File: src/verilog/pio_defines.vh
// constants for the programmable pin block
`ifndef PIO_DEFINES_VH
`define PIO_DEFINES_VH
// pin function codes
`define PIO_FUNC_INPUT 8'h05
`define PIO_FUNC_OUTPUT 8'h82
// edge selection bits of a programmable input
`define PIO_EDGE_RISE_BIT 0
`define PIO_EDGE_FALL_BIT 1
// comparison operators of a programmable output
`define PIO_CMP_EQ 2'h0
`define PIO_CMP_NE 2'h1
`define PIO_CMP_LT 2'h2
`define PIO_CMP_GT 2'h3
// parameter addresses in the drive store
`define PIO_IDX_DRIVE 16'h001C
`define PIO_SUB_COMMAND 16'h0001
`define PIO_SUB_STATE 16'h0002
`define PIO_IDX_SPEED 16'h0024
`define PIO_SUB_SPEED 16'h0001
// drive commands and state codes
`define PIO_CMD_ENABLE 32'h00000002
`define PIO_CMD_DISABLE 32'h00000009
`define PIO_STATE_OFF 4'h4
`define PIO_STATE_ENABLED 4'h6
`define PIO_STATE_FAULT 4'h7
// apb register map
`define PIO_ADDR_STATE 12'h000
`define PIO_ADDR_SPEED 12'h004
`define PIO_ADDR_PINS 12'h008
`define PIO_PIN_BASE_HI 4'h1
`define PIO_FLD_FUNC 3'h0
`define PIO_FLD_INDEX 3'h1
`define PIO_FLD_SUBINDEX 3'h2
`define PIO_FLD_MASK 3'h3
`define PIO_FLD_SWITCH 3'h4
`define PIO_FLD_VALUE1 3'h5
`define PIO_FLD_VALUE2 3'h6
// reset values
`define PIO_RST_FUNC 8'h00
`define PIO_RST_WORD 32'h00000000
`define PIO_RST_HALF 16'h0000
`define PIO_RST_SWITCH 2'h0
`endif

File: src/verilog/pio_top.v
// programmable pin block: apb config, input edge writes, cyclic output compare
// Notes on behaviour
// - function 5: input, rising edge writes first value
// - falling edge writes second value, same parameter
// - function 130: output high when masked compare holds
// - state code 6 means operation enabled
// - command 2 powers on, 9 off plus clear
// - signed speed setpoint drives axis motion
// - edge select: 0 none, 1 rise, 2 fall, 3 both
// - operator: 0 eq, 1 ne, 2 lt, 3 gt
// - output parameter read cyclically, pin updated after
`timescale 1ns/10ps
`include "pio_defines.vh"
module pio_top (
  pclk,
  presetn,
  psel,
  penable,
  pwrite,
  paddr,
  pwdata,
  prdata,
  pready,
  pslverr,
  pin_in,
  pin_out,
  pin_oe_n,
  drive_fault,
  amp_on,
  speed_cmd
);
  input wire pclk;
  input wire presetn;
  input wire psel;
  input wire penable;
  input wire pwrite;
  input wire [11:0] paddr;
  input wire [31:0] pwdata;
  output reg [31:0] prdata;
  output wire pready;
  output reg pslverr;
  input wire [3:0] pin_in;
  output reg [3:0] pin_out;
  output wire [3:0] pin_oe_n;
  input wire drive_fault;
  output wire amp_on;
  output wire [31:0] speed_cmd;

  // per pin configuration, all writable over apb at any time;
  // a pin's role follows its function word alone, the other words
  // are read for whichever role it has
  reg [7:0] func_ff [0:3];
  reg [15:0] index_ff [0:3];
  reg [15:0] subidx_ff [0:3];
  reg [31:0] mask_ff [0:3];
  reg [1:0] switch_ff [0:3];
  reg [31:0] value1_ff [0:3];
  reg [31:0] value2_ff [0:3];

  reg [3:0] pend_ff;
  reg [3:0] pend_fall_ff;
  reg [1:0] scan_ff;
  wire [3:0] level;
  wire [3:0] rise;
  wire [3:0] fall;
  wire [3:0] is_in;
  wire [3:0] ev_rise;
  wire [3:0] ev_fall;
  wire [3:0] ev_any;
  wire [3:0] state_code;
  wire [31:0] rda_data;
  wire [31:0] rdb_data;
  reg [1:0] grant;
  reg [3:0] grant_hot;
  wire wr_en;
  wire [31:0] wr_data;
  wire [31:0] masked;
  reg cmp_hit;
  wire [1:0] sel_pin;
  wire [2:0] sel_fld;
  wire pin_space;
  reg rd_ok;
  reg [31:0] rd_word;
  wire setup;
  wire apb_wr;
  wire [3:0] pin_hot;
  wire [3:0] func_wr;
  integer k;
  integer ko;
  integer kc;

  // pins cross into the clock domain here; nothing else reads pin_in
  // two flops deep, so a pin edge costs two cycles before it is seen
  pio_edge_sync u_sync (
    .pclk(pclk),
    .presetn(presetn),
    .pin_in(pin_in),
    .level(level),
    .rise(rise),
    .fall(fall)
  );

  // edge qualification per pin; an edge on a pin in any other role
  // is dropped here and never reaches the pending bits
  genvar i;
  generate
    for (i = 0; i < 4; i = i + 1) begin : g_ev
      assign is_in[i] = func_ff[i] == `PIO_FUNC_INPUT;
      assign ev_rise[i] = is_in[i] & rise[i] & switch_ff[i][`PIO_EDGE_RISE_BIT];
      assign ev_fall[i] = is_in[i] & fall[i] & switch_ff[i][`PIO_EDGE_FALL_BIT];
      assign ev_any[i] = ev_rise[i] | ev_fall[i];
      // pin is released unless it is a programmable output
      assign pin_oe_n[i] = func_ff[i] != `PIO_FUNC_OUTPUT;
    end
  endgenerate

  // lowest pending pin gets the single store write port;
  // fixed priority keeps the arbiter small, and a pin would need an
  // edge every cycle to starve the others, which switches cannot give
  always @* begin
    grant = 2'h0;
    grant_hot = 4'h0;
    if (pend_ff[0]) begin
      grant = 2'h0;
      grant_hot = 4'h1;
    end else if (pend_ff[1]) begin
      grant = 2'h1;
      grant_hot = 4'h2;
    end else if (pend_ff[2]) begin
      grant = 2'h2;
      grant_hot = 4'h4;
    end else if (pend_ff[3]) begin
      grant = 2'h3;
      grant_hot = 4'h8;
    end
  end

  // input path timing, counted in clock edges from the pin moving:
  //   two edges through the synchroniser, the edge pulse following with no edge of its own,
  //   one to raise the pending bit and one to write the store.
  // pins that fire together are served lowest first, one per cycle;
  //   a waiting pin loses nothing, as its write value is worked out
  //   only in the cycle in which it is granted.
  assign wr_en = |pend_ff;
  // read-modify-write: kept bits under the mask, preset value ored in
  assign wr_data = (rda_data & mask_ff[grant]) |
                   (pend_fall_ff[grant] ? value2_ff[grant] : value1_ff[grant]);

  // a second edge while still pending only overwrites the rise/fall
  // choice, so the later edge decides which preset value is written
  // a new edge in the serving cycle re-arms the pin; set wins over clear
  always @(posedge pclk or negedge presetn) begin
    if (!presetn) begin
      pend_ff <= 4'h0;
      pend_fall_ff <= 4'h0;
    end else begin
      pend_ff <= (pend_ff & ~grant_hot) | ev_any;
      for (k = 0; k < 4; k = k + 1) begin
        if (ev_any[k]) begin
          pend_fall_ff[k] <= ev_fall[k];
        end
      end
    end
  end

  // port a serves the input writes, port b the output scan, so both
  // paths run every cycle without waiting on each other
  pio_param_store u_store (
    .pclk(pclk),
    .presetn(presetn),
    .wr_en(wr_en),
    .wr_idx(index_ff[grant]),
    .wr_sub(subidx_ff[grant]),
    .wr_data(wr_data),
    .rda_idx(index_ff[grant]),
    .rda_sub(subidx_ff[grant]),
    .rda_data(rda_data),
    .rdb_idx(index_ff[scan_ff]),
    .rdb_sub(subidx_ff[scan_ff]),
    .rdb_data(rdb_data),
    .drive_fault(drive_fault),
    .amp_on(amp_on),
    .speed_cmd(speed_cmd),
    .state_code(state_code)
  );

  // compare on the masked value, unsigned as the value range is 0..2^32-1
  // the mask applies before the operator, so a zero mask compares zero
  assign masked = rdb_data & mask_ff[scan_ff];
  always @* begin
    case (switch_ff[scan_ff])
      `PIO_CMP_EQ: cmp_hit = masked == value1_ff[scan_ff];
      `PIO_CMP_NE: cmp_hit = masked != value1_ff[scan_ff];
      `PIO_CMP_LT: cmp_hit = masked < value1_ff[scan_ff];
      `PIO_CMP_GT: cmp_hit = masked > value1_ff[scan_ff];
      default: cmp_hit = 1'b0;
    endcase
  end

  // a function write that leaves output mode lands at this edge too
  assign pin_hot = 4'h1 << sel_pin;
  assign func_wr = {4{apb_wr & pin_space & (sel_fld == `PIO_FLD_FUNC)}} & pin_hot;

  // one pin per cycle, so each output refreshes every four cycles;
  // a pin that is not an output is held low at every edge, not only
  // in its scan slot, so it never reads high while its driver is off
  always @(posedge pclk or negedge presetn) begin
    if (!presetn) begin
      scan_ff <= 2'h0;
      pin_out <= 4'h0;
    end else begin
      scan_ff <= scan_ff + 2'h1;
      for (ko = 0; ko < 4; ko = ko + 1) begin
        if (func_wr[ko] && pwdata[7:0] != `PIO_FUNC_OUTPUT) begin
          pin_out[ko] <= 1'b0;
        end else if (func_ff[ko] != `PIO_FUNC_OUTPUT) begin
          pin_out[ko] <= 1'b0;
        end else if (scan_ff == ko[1:0]) begin
          pin_out[ko] <= cmp_hit;
        end
      end
    end
  end

  // apb register map, one aligned word each:
  //   0x000 read only: amp on in bit 4, drive state code in bits 3:0
  //   0x004 read only: speed setpoint as applied to the axis
  //   0x008 read only: pin outputs in bits 7:4, synchronised levels in 3:0
  //   0x100 + 0x20 * pin: seven configuration words per pin
  //     +0x00 function, +0x04 index, +0x08 subindex, +0x0C mask,
  //     +0x10 edge or operator select, +0x14 first value, +0x18 second value
  // anything else, and any write to the read-only words, answers pslverr
  // apb decode: zero wait states, data captured in the setup cycle, so a
  // read shows state as it stood one cycle before the access edge
  assign pready = 1'b1;
  assign setup = psel & ~penable;
  assign apb_wr = psel & penable & pwrite;
  assign pin_space = paddr[11:8] == `PIO_PIN_BASE_HI && !paddr[7] && paddr[4:2] <= `PIO_FLD_VALUE2 && paddr[1:0] == 2'h0;
  assign sel_pin = paddr[6:5];
  assign sel_fld = paddr[4:2];

  // read word and error flag for whatever address stands on the bus
  always @* begin
    rd_ok = 1'b1;
    rd_word = 32'h00000000;
    if (pin_space) begin
      case (sel_fld)
        `PIO_FLD_FUNC: rd_word = {24'h000000, func_ff[sel_pin]};
        `PIO_FLD_INDEX: rd_word = {16'h0000, index_ff[sel_pin]};
        `PIO_FLD_SUBINDEX: rd_word = {16'h0000, subidx_ff[sel_pin]};
        `PIO_FLD_MASK: rd_word = mask_ff[sel_pin];
        `PIO_FLD_SWITCH: rd_word = {30'h00000000, switch_ff[sel_pin]};
        `PIO_FLD_VALUE1: rd_word = value1_ff[sel_pin];
        default: rd_word = value2_ff[sel_pin];
      endcase
    end else if (paddr == `PIO_ADDR_STATE && !pwrite) begin
      rd_word = {27'h0000000, amp_on, state_code};
    end else if (paddr == `PIO_ADDR_SPEED && !pwrite) begin
      rd_word = speed_cmd;
    end else if (paddr == `PIO_ADDR_PINS && !pwrite) begin
      rd_word = {24'h000000, pin_out, level};
    end else begin
      rd_ok = 1'b0;
    end
  end

  // answer registered at the setup edge and held until the next setup;
  // writes read back zero so stale data never sits on the bus
  always @(posedge pclk or negedge presetn) begin
    if (!presetn) begin
      prdata <= 32'h00000000;
      pslverr <= 1'b0;
    end else if (setup) begin
      prdata <= pwrite ? 32'h00000000 : rd_word;
      pslverr <= ~rd_ok;
    end
  end

  // configuration writes land at the access edge
  // narrow fields take the low bits of the word; upper bits are dropped
  always @(posedge pclk or negedge presetn) begin
    if (!presetn) begin
      for (kc = 0; kc < 4; kc = kc + 1) begin
        func_ff[kc] <= `PIO_RST_FUNC;
        index_ff[kc] <= `PIO_RST_HALF;
        subidx_ff[kc] <= `PIO_RST_HALF;
        mask_ff[kc] <= `PIO_RST_WORD;
        switch_ff[kc] <= `PIO_RST_SWITCH;
        value1_ff[kc] <= `PIO_RST_WORD;
        value2_ff[kc] <= `PIO_RST_WORD;
      end
    end else if (apb_wr && pin_space) begin
      case (sel_fld)
        `PIO_FLD_FUNC: func_ff[sel_pin] <= pwdata[7:0];
        `PIO_FLD_INDEX: index_ff[sel_pin] <= pwdata[15:0];
        `PIO_FLD_SUBINDEX: subidx_ff[sel_pin] <= pwdata[15:0];
        `PIO_FLD_MASK: mask_ff[sel_pin] <= pwdata;
        `PIO_FLD_SWITCH: switch_ff[sel_pin] <= pwdata[1:0];
        `PIO_FLD_VALUE1: value1_ff[sel_pin] <= pwdata;
        default: value2_ff[sel_pin] <= pwdata;
      endcase
    end
  end
endmodule // pio_top

File: src/verilog/pio_edge_sync.v
// pin synchroniser and edge detector, one slice per pin
`timescale 1ns/10ps
module pio_edge_sync (
  pclk,
  presetn,
  pin_in,
  level,
  rise,
  fall
);
  input wire pclk;
  input wire presetn;
  input wire [3:0] pin_in;
  output wire [3:0] level;
  output wire [3:0] rise;
  output wire [3:0] fall;

  genvar i;
  generate
    for (i = 0; i < 4; i = i + 1) begin : g_pin
      reg meta_ff;
      reg sync_ff;
      reg prev_ff;
      // first stage is read only by the second stage
      always @(posedge pclk or negedge presetn) begin
        if (!presetn) begin
          meta_ff <= 1'b0;
          sync_ff <= 1'b0;
          prev_ff <= 1'b0;
        end else begin
          meta_ff <= pin_in[i];
          sync_ff <= meta_ff;
          prev_ff <= sync_ff;
        end
      end
      // one pulse per edge from successive samples
      assign rise[i] = sync_ff & ~prev_ff;
      assign fall[i] = ~sync_ff & prev_ff;
      assign level[i] = sync_ff;
    end
  endgenerate
endmodule // pio_edge_sync

File: src/verilog/pio_param_store.v
// drive parameter store: command, speed setpoint and status word
`timescale 1ns/10ps
`include "pio_defines.vh"
module pio_param_store (
  pclk,
  presetn,
  wr_en,
  wr_idx,
  wr_sub,
  wr_data,
  rda_idx,
  rda_sub,
  rda_data,
  rdb_idx,
  rdb_sub,
  rdb_data,
  drive_fault,
  amp_on,
  speed_cmd,
  state_code
);
  input wire pclk;
  input wire presetn;
  input wire wr_en;
  input wire [15:0] wr_idx;
  input wire [15:0] wr_sub;
  input wire [31:0] wr_data;
  input wire [15:0] rda_idx;
  input wire [15:0] rda_sub;
  output wire [31:0] rda_data;
  input wire [15:0] rdb_idx;
  input wire [15:0] rdb_sub;
  output wire [31:0] rdb_data;
  input wire drive_fault;
  output wire amp_on;
  output reg [31:0] speed_cmd;
  output wire [3:0] state_code;

  reg amp_ff;
  reg fault_ff;
  reg [31:0] cmd_ff;
  reg [31:0] vel_ff;
  wire wr_cmd;
  wire wr_vel;

  assign wr_cmd = wr_en && wr_idx == `PIO_IDX_DRIVE && wr_sub == `PIO_SUB_COMMAND;
  assign wr_vel = wr_en && wr_idx == `PIO_IDX_SPEED && wr_sub == `PIO_SUB_SPEED;
  // fault outranks enable, so state 6 really means enabled without fault
  assign state_code = fault_ff ? `PIO_STATE_FAULT : (amp_ff ? `PIO_STATE_ENABLED : `PIO_STATE_OFF);
  assign amp_on = amp_ff;

  function [31:0] rd_mux;
    input [15:0] idx;
    input [15:0] sub;
    input [31:0] cmd;
    input [31:0] vel;
    input [3:0] st;
    begin
      rd_mux = 32'h00000000;
      if (idx == `PIO_IDX_DRIVE && sub == `PIO_SUB_COMMAND) begin
        rd_mux = cmd;
      end else if (idx == `PIO_IDX_DRIVE && sub == `PIO_SUB_STATE) begin
        rd_mux = {28'h0000000, st};
      end else if (idx == `PIO_IDX_SPEED && sub == `PIO_SUB_SPEED) begin
        rd_mux = vel;
      end
    end
  endfunction

  // stored values go in as arguments so the read ports follow every update
  assign rda_data = rd_mux(rda_idx, rda_sub, cmd_ff, vel_ff, state_code);
  assign rdb_data = rd_mux(rdb_idx, rdb_sub, cmd_ff, vel_ff, state_code);

  // command decode; a fault arriving with the clear command still wins
  always @(posedge pclk or negedge presetn) begin
    if (!presetn) begin
      amp_ff <= 1'b0;
      fault_ff <= 1'b0;
      cmd_ff <= `PIO_RST_WORD;
      vel_ff <= `PIO_RST_WORD;
      speed_cmd <= `PIO_RST_WORD;
    end else begin
      if (wr_cmd) begin
        cmd_ff <= wr_data;
      end
      if (wr_vel) begin
        vel_ff <= wr_data;
      end
      if (drive_fault) begin
        fault_ff <= 1'b1;
        amp_ff <= 1'b0;
      end else if (wr_cmd && wr_data == `PIO_CMD_ENABLE && !fault_ff) begin
        amp_ff <= 1'b1;
      end else if (wr_cmd && wr_data == `PIO_CMD_DISABLE) begin
        amp_ff <= 1'b0;
        fault_ff <= 1'b0;
      end
      // signed setpoint passed to the axis only while powered
      speed_cmd <= amp_ff ? vel_ff : 32'h00000000;
    end
  end
endmodule // pio_param_store

File: config.mk
export PLATFORM = sky130hd
export DESIGN_NAME = pio_top
export DESIGN_NICKNAME = d
export VERILOG_FILES = /design/src/verilog/pio_top.v /design/src/verilog/pio_edge_sync.v /design/src/verilog/pio_param_store.v
export VERILOG_INCLUDE_DIRS = /design/src /design/src/verilog
export SDC_FILE = /design/constraint.sdc
export NUM_CORES = 2
export LEC_CHECK = 0
export BUFFER_PORTS_ARGS = -buffer_cell sky130_fd_sc_hd__buf_2
export CORE_ASPECT_RATIO = 0.5
export CORE_MARGIN = 2
export CORE_UTILIZATION = 30
export CTS_CLUSTER_DIAMETER = 150
export DETAILED_ROUTE_END_ITERATION = 6
export GPL_TIMING_DRIVEN = 0
export PLACE_DENSITY = 0.5
export SLEW_MARGIN = 20
export SYNTH_ARGS = -nofsm -noshare
export SYNTH_HDL_FRONTEND = slang
export SYNTH_SLANG_ARGS = --single-unit
File: constraint.sdc
create_clock -name pclk -period 14.5 [get_ports pclk]
set_clock_uncertainty 0.05 [all_clocks]
set_input_delay 2.9 -clock pclk [delete_from_list [all_inputs] [get_ports pclk]]
set_output_delay 2.9 -clock pclk [all_outputs]
set_load 0.05 [all_outputs]
======== Yosys cells after proc, flatten, opt, wreduce, memory -nomap -nowiden ========
Cells that the tools add are included.
word-level totals
  register bits ........................... 709
  input port bits ......................... 54
  output and inout port bits .............. 75
  word-level logic and storage cells ...... 320
cells by class
  add/subtract/negate cells ............... 1
  $lt $le $gt $ge ......................... 8
  equality and inequality tests ........... 36
  shift-type cells ........................ 1
  mux-type cells .......................... 114
  bitwise logic cells ..................... 54
  reductions and logical operators ........ 49
operators with widths
  kind                                                  number
  2-to-1 mux 32 bit                                     29
  binary-select mux 32 bit (select 2 bit)               8
  bitwise mux 128 bit                                   3
  2-to-1 mux 16 bit                                     13
  binary-select mux 16 bit (select 2 bit)               6
  one-hot mux 32 bit (6 select lines)                   1
  bitwise mux 64 bit                                    2
  AND 32 bit                                            2
  demux 32 bit (select 2 bit)                           1
  inequality test 8 bit, second input constant          5
  bitwise mux 32 bit                                    1
  demux 16 bit (select 2 bit)                           1
  equality test 16 x 1 -> 1 bit, second input constant  2
  equality test 16 x 2 -> 1 bit, second input constant  2
  equality test 16 x 5 -> 1 bit, second input constant  2
  equality test 16 x 6 -> 1 bit, second input constant  2
  equality test 32 x 2 -> 1 bit, second input constant  1
  equality test 32 bit                                  1
  equality test 32 x 4 -> 1 bit, second input constant  1
  equality test 8 x 3 -> 1 bit, second input constant   4
  greater-than comparator 32 bit                        1
  < comparator 32 bit                                   1
  2-to-1 mux 8 bit                                      4
  inequality test 32 bit                                1
  43 further kinds                                      169

======== Depth between registers and ports, before layout ========
  depth after elaboration ................. 20
  gate-level depth with buffers ........... 21
  mapped depth without buffers ............ 20

======== Modules after synthesis ========
A second synthesis with hierarchy kept.
second synthesis, totals
  cells, all modules ...................... 3,028
  area, all modules ....................... 39,397.8 um^2
modules (own cells, without submodules)
  module           instances  cells each  area each (um^2)  seq. area each (um^2)
  pio_top          1          2,636       34,358.0          14,989.4
  pio_param_store  1          368         4,659.5           2,452.4
  pio_edge_sync    1          24          380.4             300.3

======== Worst setup path before layout ========
No wires, ideal clock.
  path type ............................... input -> register
  start point ............................. input paddr[6]
  end point ............................... register prdata[0]
  library setup time ...................... 0.118 ns
  arrival ................................. 5.273 ns
  required time ........................... 14.332 ns
  setup slack ............................. 9.059 ns
  stages .................................. 9
  path buffers ............................ 3
  path through ............................ buf_2 -> buf_2 -> buf_1 -> mux4_2 -> mux4_2 -> mux2_2 -> nand2_1 -> a21oi_1 -> a21o_1
between the ends
  longest elaborated chain between the ends .. 7
  elaborated cells between the ends (all ways) .. 34
  classes of those cells .................. 2 x eq/ne; 27 x mux; 1 x bitwise; 4 x reduce/logical
ends and longest elaborated chain
  item                                                                                   line                          text
  from (decl)                                                                            pio_top.v:37                  input wire [11:0] paddr;
  NOT 2 -> 3 bit (implied by the code) or equality test 12 x 4 -> 1 bit (tied branches)  --
  binary-select mux 32 bit (select 2 bit), or another cell as far along                  pio_top.v:254                 default: rd_word = value2_ff[sel_pin];
  2-to-1 mux 32 bit (implied by the code), or another cell as far along (2 in series)    pio_top.v:254
  one-hot mux 32 bit (6 select lines) or 2-to-1 mux 32 bit (tied branches)               pio_top.v:247, pio_top.v:256
  2-to-1 mux 32 bit *                                                                    pio_top.v:246                 if (pin_space) begin
  2-to-1 mux 32 bit *                                                                    pio_top.v:274                 prdata <= pwrite ? 32'h00000000 : rd_word;
  to (signal assigned)                                                                   pio_top.v:274
  to (decl)                                                                              pio_top.v:39                  output reg [31:0] prdata;
Every way passes the cells marked *; elsewhere a longest branch is shown, timed or not. The select of a mux whose other input is x is not followed.
A chain may end at the register's enable or synchronous reset.

======== Worst setup path in the final report ========
  start point ............................. input paddr[5]
  end point ............................... register value2_ff[25] (netlist name)
between the ends
  longest elaborated chain between the ends .. 6
  elaborated cells between the ends (all ways) .. 7
  classes of those cells .................. 2 x order compare; 3 x mux; 1 x bitwise; 1 x reduce/logical
ends and longest elaborated chain
  item                                                                                      line           text
  NOT 2 -> 3 bit (implied by the code) *                                                    pio_top.v:300  default: value2_ff[sel_pin] <= pwdata;
  >= comparator 3 bit (implied by the code) or < comparator 3 x 1 -> 1 bit (tied branches)  pio_top.v:300
  logical AND 1 bit (implied by the code)                                                   pio_top.v:300
  2-to-1 mux 32 bit (implied by the code)                                                   pio_top.v:300
  demux 32 bit (select 2 bit) *                                                             pio_top.v:300
  bitwise mux 128 bit *                                                                     pio_top.v:300
  to (signal, indexed assignment)                                                           pio_top.v:290  value2_ff[kc] <= `PIO_RST_WORD;
  to (signal, indexed assignment)                                                           pio_top.v:300
  to (decl)                                                                                 pio_top.v:58   reg [31:0] value2_ff [0:3];
Every way passes the cells marked *; elsewhere a longest branch is shown, timed or not.

==> results_dict.tcl <==
set metrics [dict create \
    slew_violations 0 \
    reg2reg_to "pin_out[3]$_DFFE_PN0P_" \
    peakVddDrop_v 0.0000878 \
    rsz0062_at_grt "no" \
    instances_no_fill 4866 \
    vias_per_cell 5.88 \
    ys_seq_area_share_pct 45.9 \
    path_class "input port to flop" \
    dr_total_vias 28600 \
    min_path_cells 0 \
    synth_nets 2976 \
    cts_setup_buffers 0 \
    htree_levels 3 \
    fp.dieH_um 258 \
    initial_core_util_pct 30.1 \
    antenna_found_initial 7 \
    wire_per_inst_um 32.6 \
    clock_latency_ns 0.69 \
    cts_resized 0 \
    dp_cells 4723 \
    yosys_warnings 0 \
    io_pins 129 \
    synth_top_cell_area_share_pct 45.9 \
    drt_pre_antenna_iters 6 \
    synth-edff-count 0 \
    grt.total_usage_pct 23.7 \
    crit_path_end_kind "flop" \
    drive_gt1_share_pct 38.7 \
    p_leak_nw 19.4 \
    yosys-top-cells-area "dfrtp_1 (46%), mux2_2 (17%), mux4_2 (16%)" \
    cts-hold-fix-buffers 0 \
    path_delay_family "buffers and inverters" \
    synth_cell_type_count 78 \
    slowest_stage "nor2_1" \
    postSynthAreaPerCell_um2 13.4 \
    rows 93 \
    cp.arrival_ns 7.91 \
    min_period_over_period_pct 51.1 \
    synth_ff_type "dfrtp_1" \
    ant_nets 0 \
    grt_pass1_vias 28500 \
    drtIter0Drc 3152 \
    status "completed" \
    wl_um 159000 \
    crit_top_cell "buf_2" \
    grt_pass1_wl_um 223000 \
    die_area_mm2 0.132 \
    setup_viol 0 \
    pre_cts_ws_ns 6.60 \
    coreArea_mm2 0.128 \
    hp-start "u_sync.g_pin[0].meta_ff$_DFF_PN0_" \
    hold_viol_final 0 \
    layout_common_cells "dfrtp_1 (709), mux2_2 (576), mux4_2 (282)" \
    whs_endpoint "u_sync.g_pin[0].sync_ff$_DFF_PN0_" \
    crit_fanout 10 \
    dp_hpwl_um 119000 \
    relSlewSlack_pct 18.9 \
    slowest_delay_ns 0.92 \
    async_flop_share_pct 100 \
    drc 0 \
    hold_path_class "flop to flop" \
    critPathLaunchType "input port" \
    critPathRequiredTime_ns 15.01 \
    r2r_cells 19 \
    grt_start_max_net_pins 97 \
    rr_startpoint "scan_ff[1]$_DFF_PN0_" \
    clockRootBuffer "clkbuf_16" \
    reg2reg_slack_ns 7.11 \
    setup_ws_ns 7.10 \
    clock_sink_count 709 \
    min_period_ns 7.40 \
    cp_num_buf_inv 5 \
    grt-ovfl-total 0 \
    area_growth_pct 14.5 \
    worstPathCellList "buf_2 -> buf_2 -> buf_2 -> buf_1 -> nand3_1 -> nor2_1 -> clkbuf_1 -> mux2_2" \
    cts.clk_slew.worst_paths_ns 0.06 \
    cts_tree "built" \
    die-width_um 512 \
    finish.net_count 3182 \
    port_buffers 117 \
    synth_seq_cells 709 \
    cts_buffers 77 \
    max_cap_viol_count 0 \
    p_per_area_mw_per_mm2 95.9 \
    max_freq_mhz 135 \
    tightest_slew_ns 1.22 \
    final_common_cell "dfrtp_1" \
    synth_top_area_cell "dfrtp_1" \
    cts_max_path_buffers 3 \
    syn_inst 2886 \
    nFillCells 12700 \
    syn_area_mm2 0.0386 \
    gp_congestion 0.933 \
]
## layer usage
layer,up-vias,routed length (um),part of all wire [%],track usage [%]
li1,11500,-,-,-
met1,15600,69300,44,32.7
met2,1199,71800,45,36.7
met3,299,10400,6.6,4.67
met4,8,7170,4.5,9.73
met5,-,51,0.032,0
## layout make-up
| class | instances | area (um^2) | area share (%) |
|---|---|---|---|
| multi-input cells | 1877 | 19700 | 44.5 |
| flip-flops and latches | 709 | 17700 | 40.1 |
| clock buffers | 111 | 2290 | 5.17 |
| well taps | 1710 | 2140 | 4.84 |
| plain buffers | 249 | 1090 | 2.47 |
| repair buffers | 127 | 818 | 1.85 |
| clock inverters | 29 | 284 | 0.642 |
| inverters | 51 | 191 | 0.433 |
| diodes | 3 | 7.51 | 0.0170 |
## report_power, final
| part | switching, W | internal, W |
|---|---|---|
| registers | 0.00000374 | 0.00198 |
| logic | 0.000154 | 0.0000423 |
| clock network | 0.000888 | 0.00117 |
| total | 0.00105 | 0.00320 |
## logic make-up after synthesis
| group | Yosys count | synth area share, % |
|---|---|---|
| adder cells (fa/ha/maj) | 36 | 1.17 |
| AO/OA/AOI/OAI | 422 | 7.51 |
| flip-flops | 709 | 45.9 |
| buffers and inverters | 300 | 3.26 |
| other | 1 | 0.00970 |
| AND/OR/NAND/NOR | 466 | 6.49 |
| multiplexers | 952 | 35.7 |
## cells in the mapped netlist (11+ instances only)
cell type and count:
dfrtp_1 709, mux2_2 576, mux4_2 282, clkbuf_1 171, nand2_1 141, o21ai_0 123
mux2i_1 94, nor2_1 70, a22oi_1 67, a22o_1 55, inv_1 51, buf_2 42
nor2b_1 42, and2_1 37, a21oi_1 36, ha_1 36, nor4_1 35, nand4_1 24
o22ai_1 22, nand3_1 21, a31oi_1 20, and4_1 20, buf_1 19, o21a_1 18
buf_4 11, nand2b_1 11, nor3b_1 11
## worst max-delay path by stage
stage	cells past startpoint	slack, ns	endpoint	startpoint
after detailed placement	7	6.60	value2_ff[92]$_DFFE_PN0P_	paddr[5]
after CTS	8	7.28	value2_ff[25]$_DFFE_PN0P_	paddr[5]
after floorplan	9	9.06	prdata[0]$_DFFE_PN0P_	paddr[6]
after global placement	1	-5.04	value2_ff[23]$_DFFE_PN0P_	presetn
after global routing	19	6.92	pin_out[3]$_DFFE_PN0P_	scan_ff[1]$_DFF_PN0_
final	8	7.10	value2_ff[25]$_DFFE_PN0P_	paddr[5]
## state kept, by name, indices dropped and copies added (netlist names)
signal and count:
switch_ff 8, subidx_ff 64, pin_out 4, prdata 32, pend_fall_ff 4, index_ff 64, pend_ff 4, u_store.vel_ff 32
value2_ff 128, mask_ff 128, u_sync.g_pin.prev_ff 4, u_sync.g_pin.meta_ff 4, scan_ff 2, u_store.amp_on 1, u_store.speed_cmd 32, u_store.fault_ff 1
pslverr 1, func_ff 32, value1_ff 128, u_sync.g_pin.sync_ff 4, u_store.cmd_ff 32
## per-stage QoR
step / setup TNS, ns / hold WS [ns] / total power, W / cell area [um^2] / utilization [%]
3_5_place_dp: 0 / 0.288 / 0.00222 / 41600 / 32.5
4_1_cts: 0 / 0.302 / 0.00427 / 44200 / 34.5
5_1_grt: 0 / 0.308 / 0.00436 / 44200 / 34.5
3_3_place_gp: -3478.63 / 0.286 / 0.00221 / 41400 / 32.3
2_1_floorplan: 0 / 0.281 / 0.00209 / 38600 / -
6_report: 0 / 0.301 / 0.00424 / 44200 / 34.5
No activity file was read; power rests on OpenSTA's default activity.
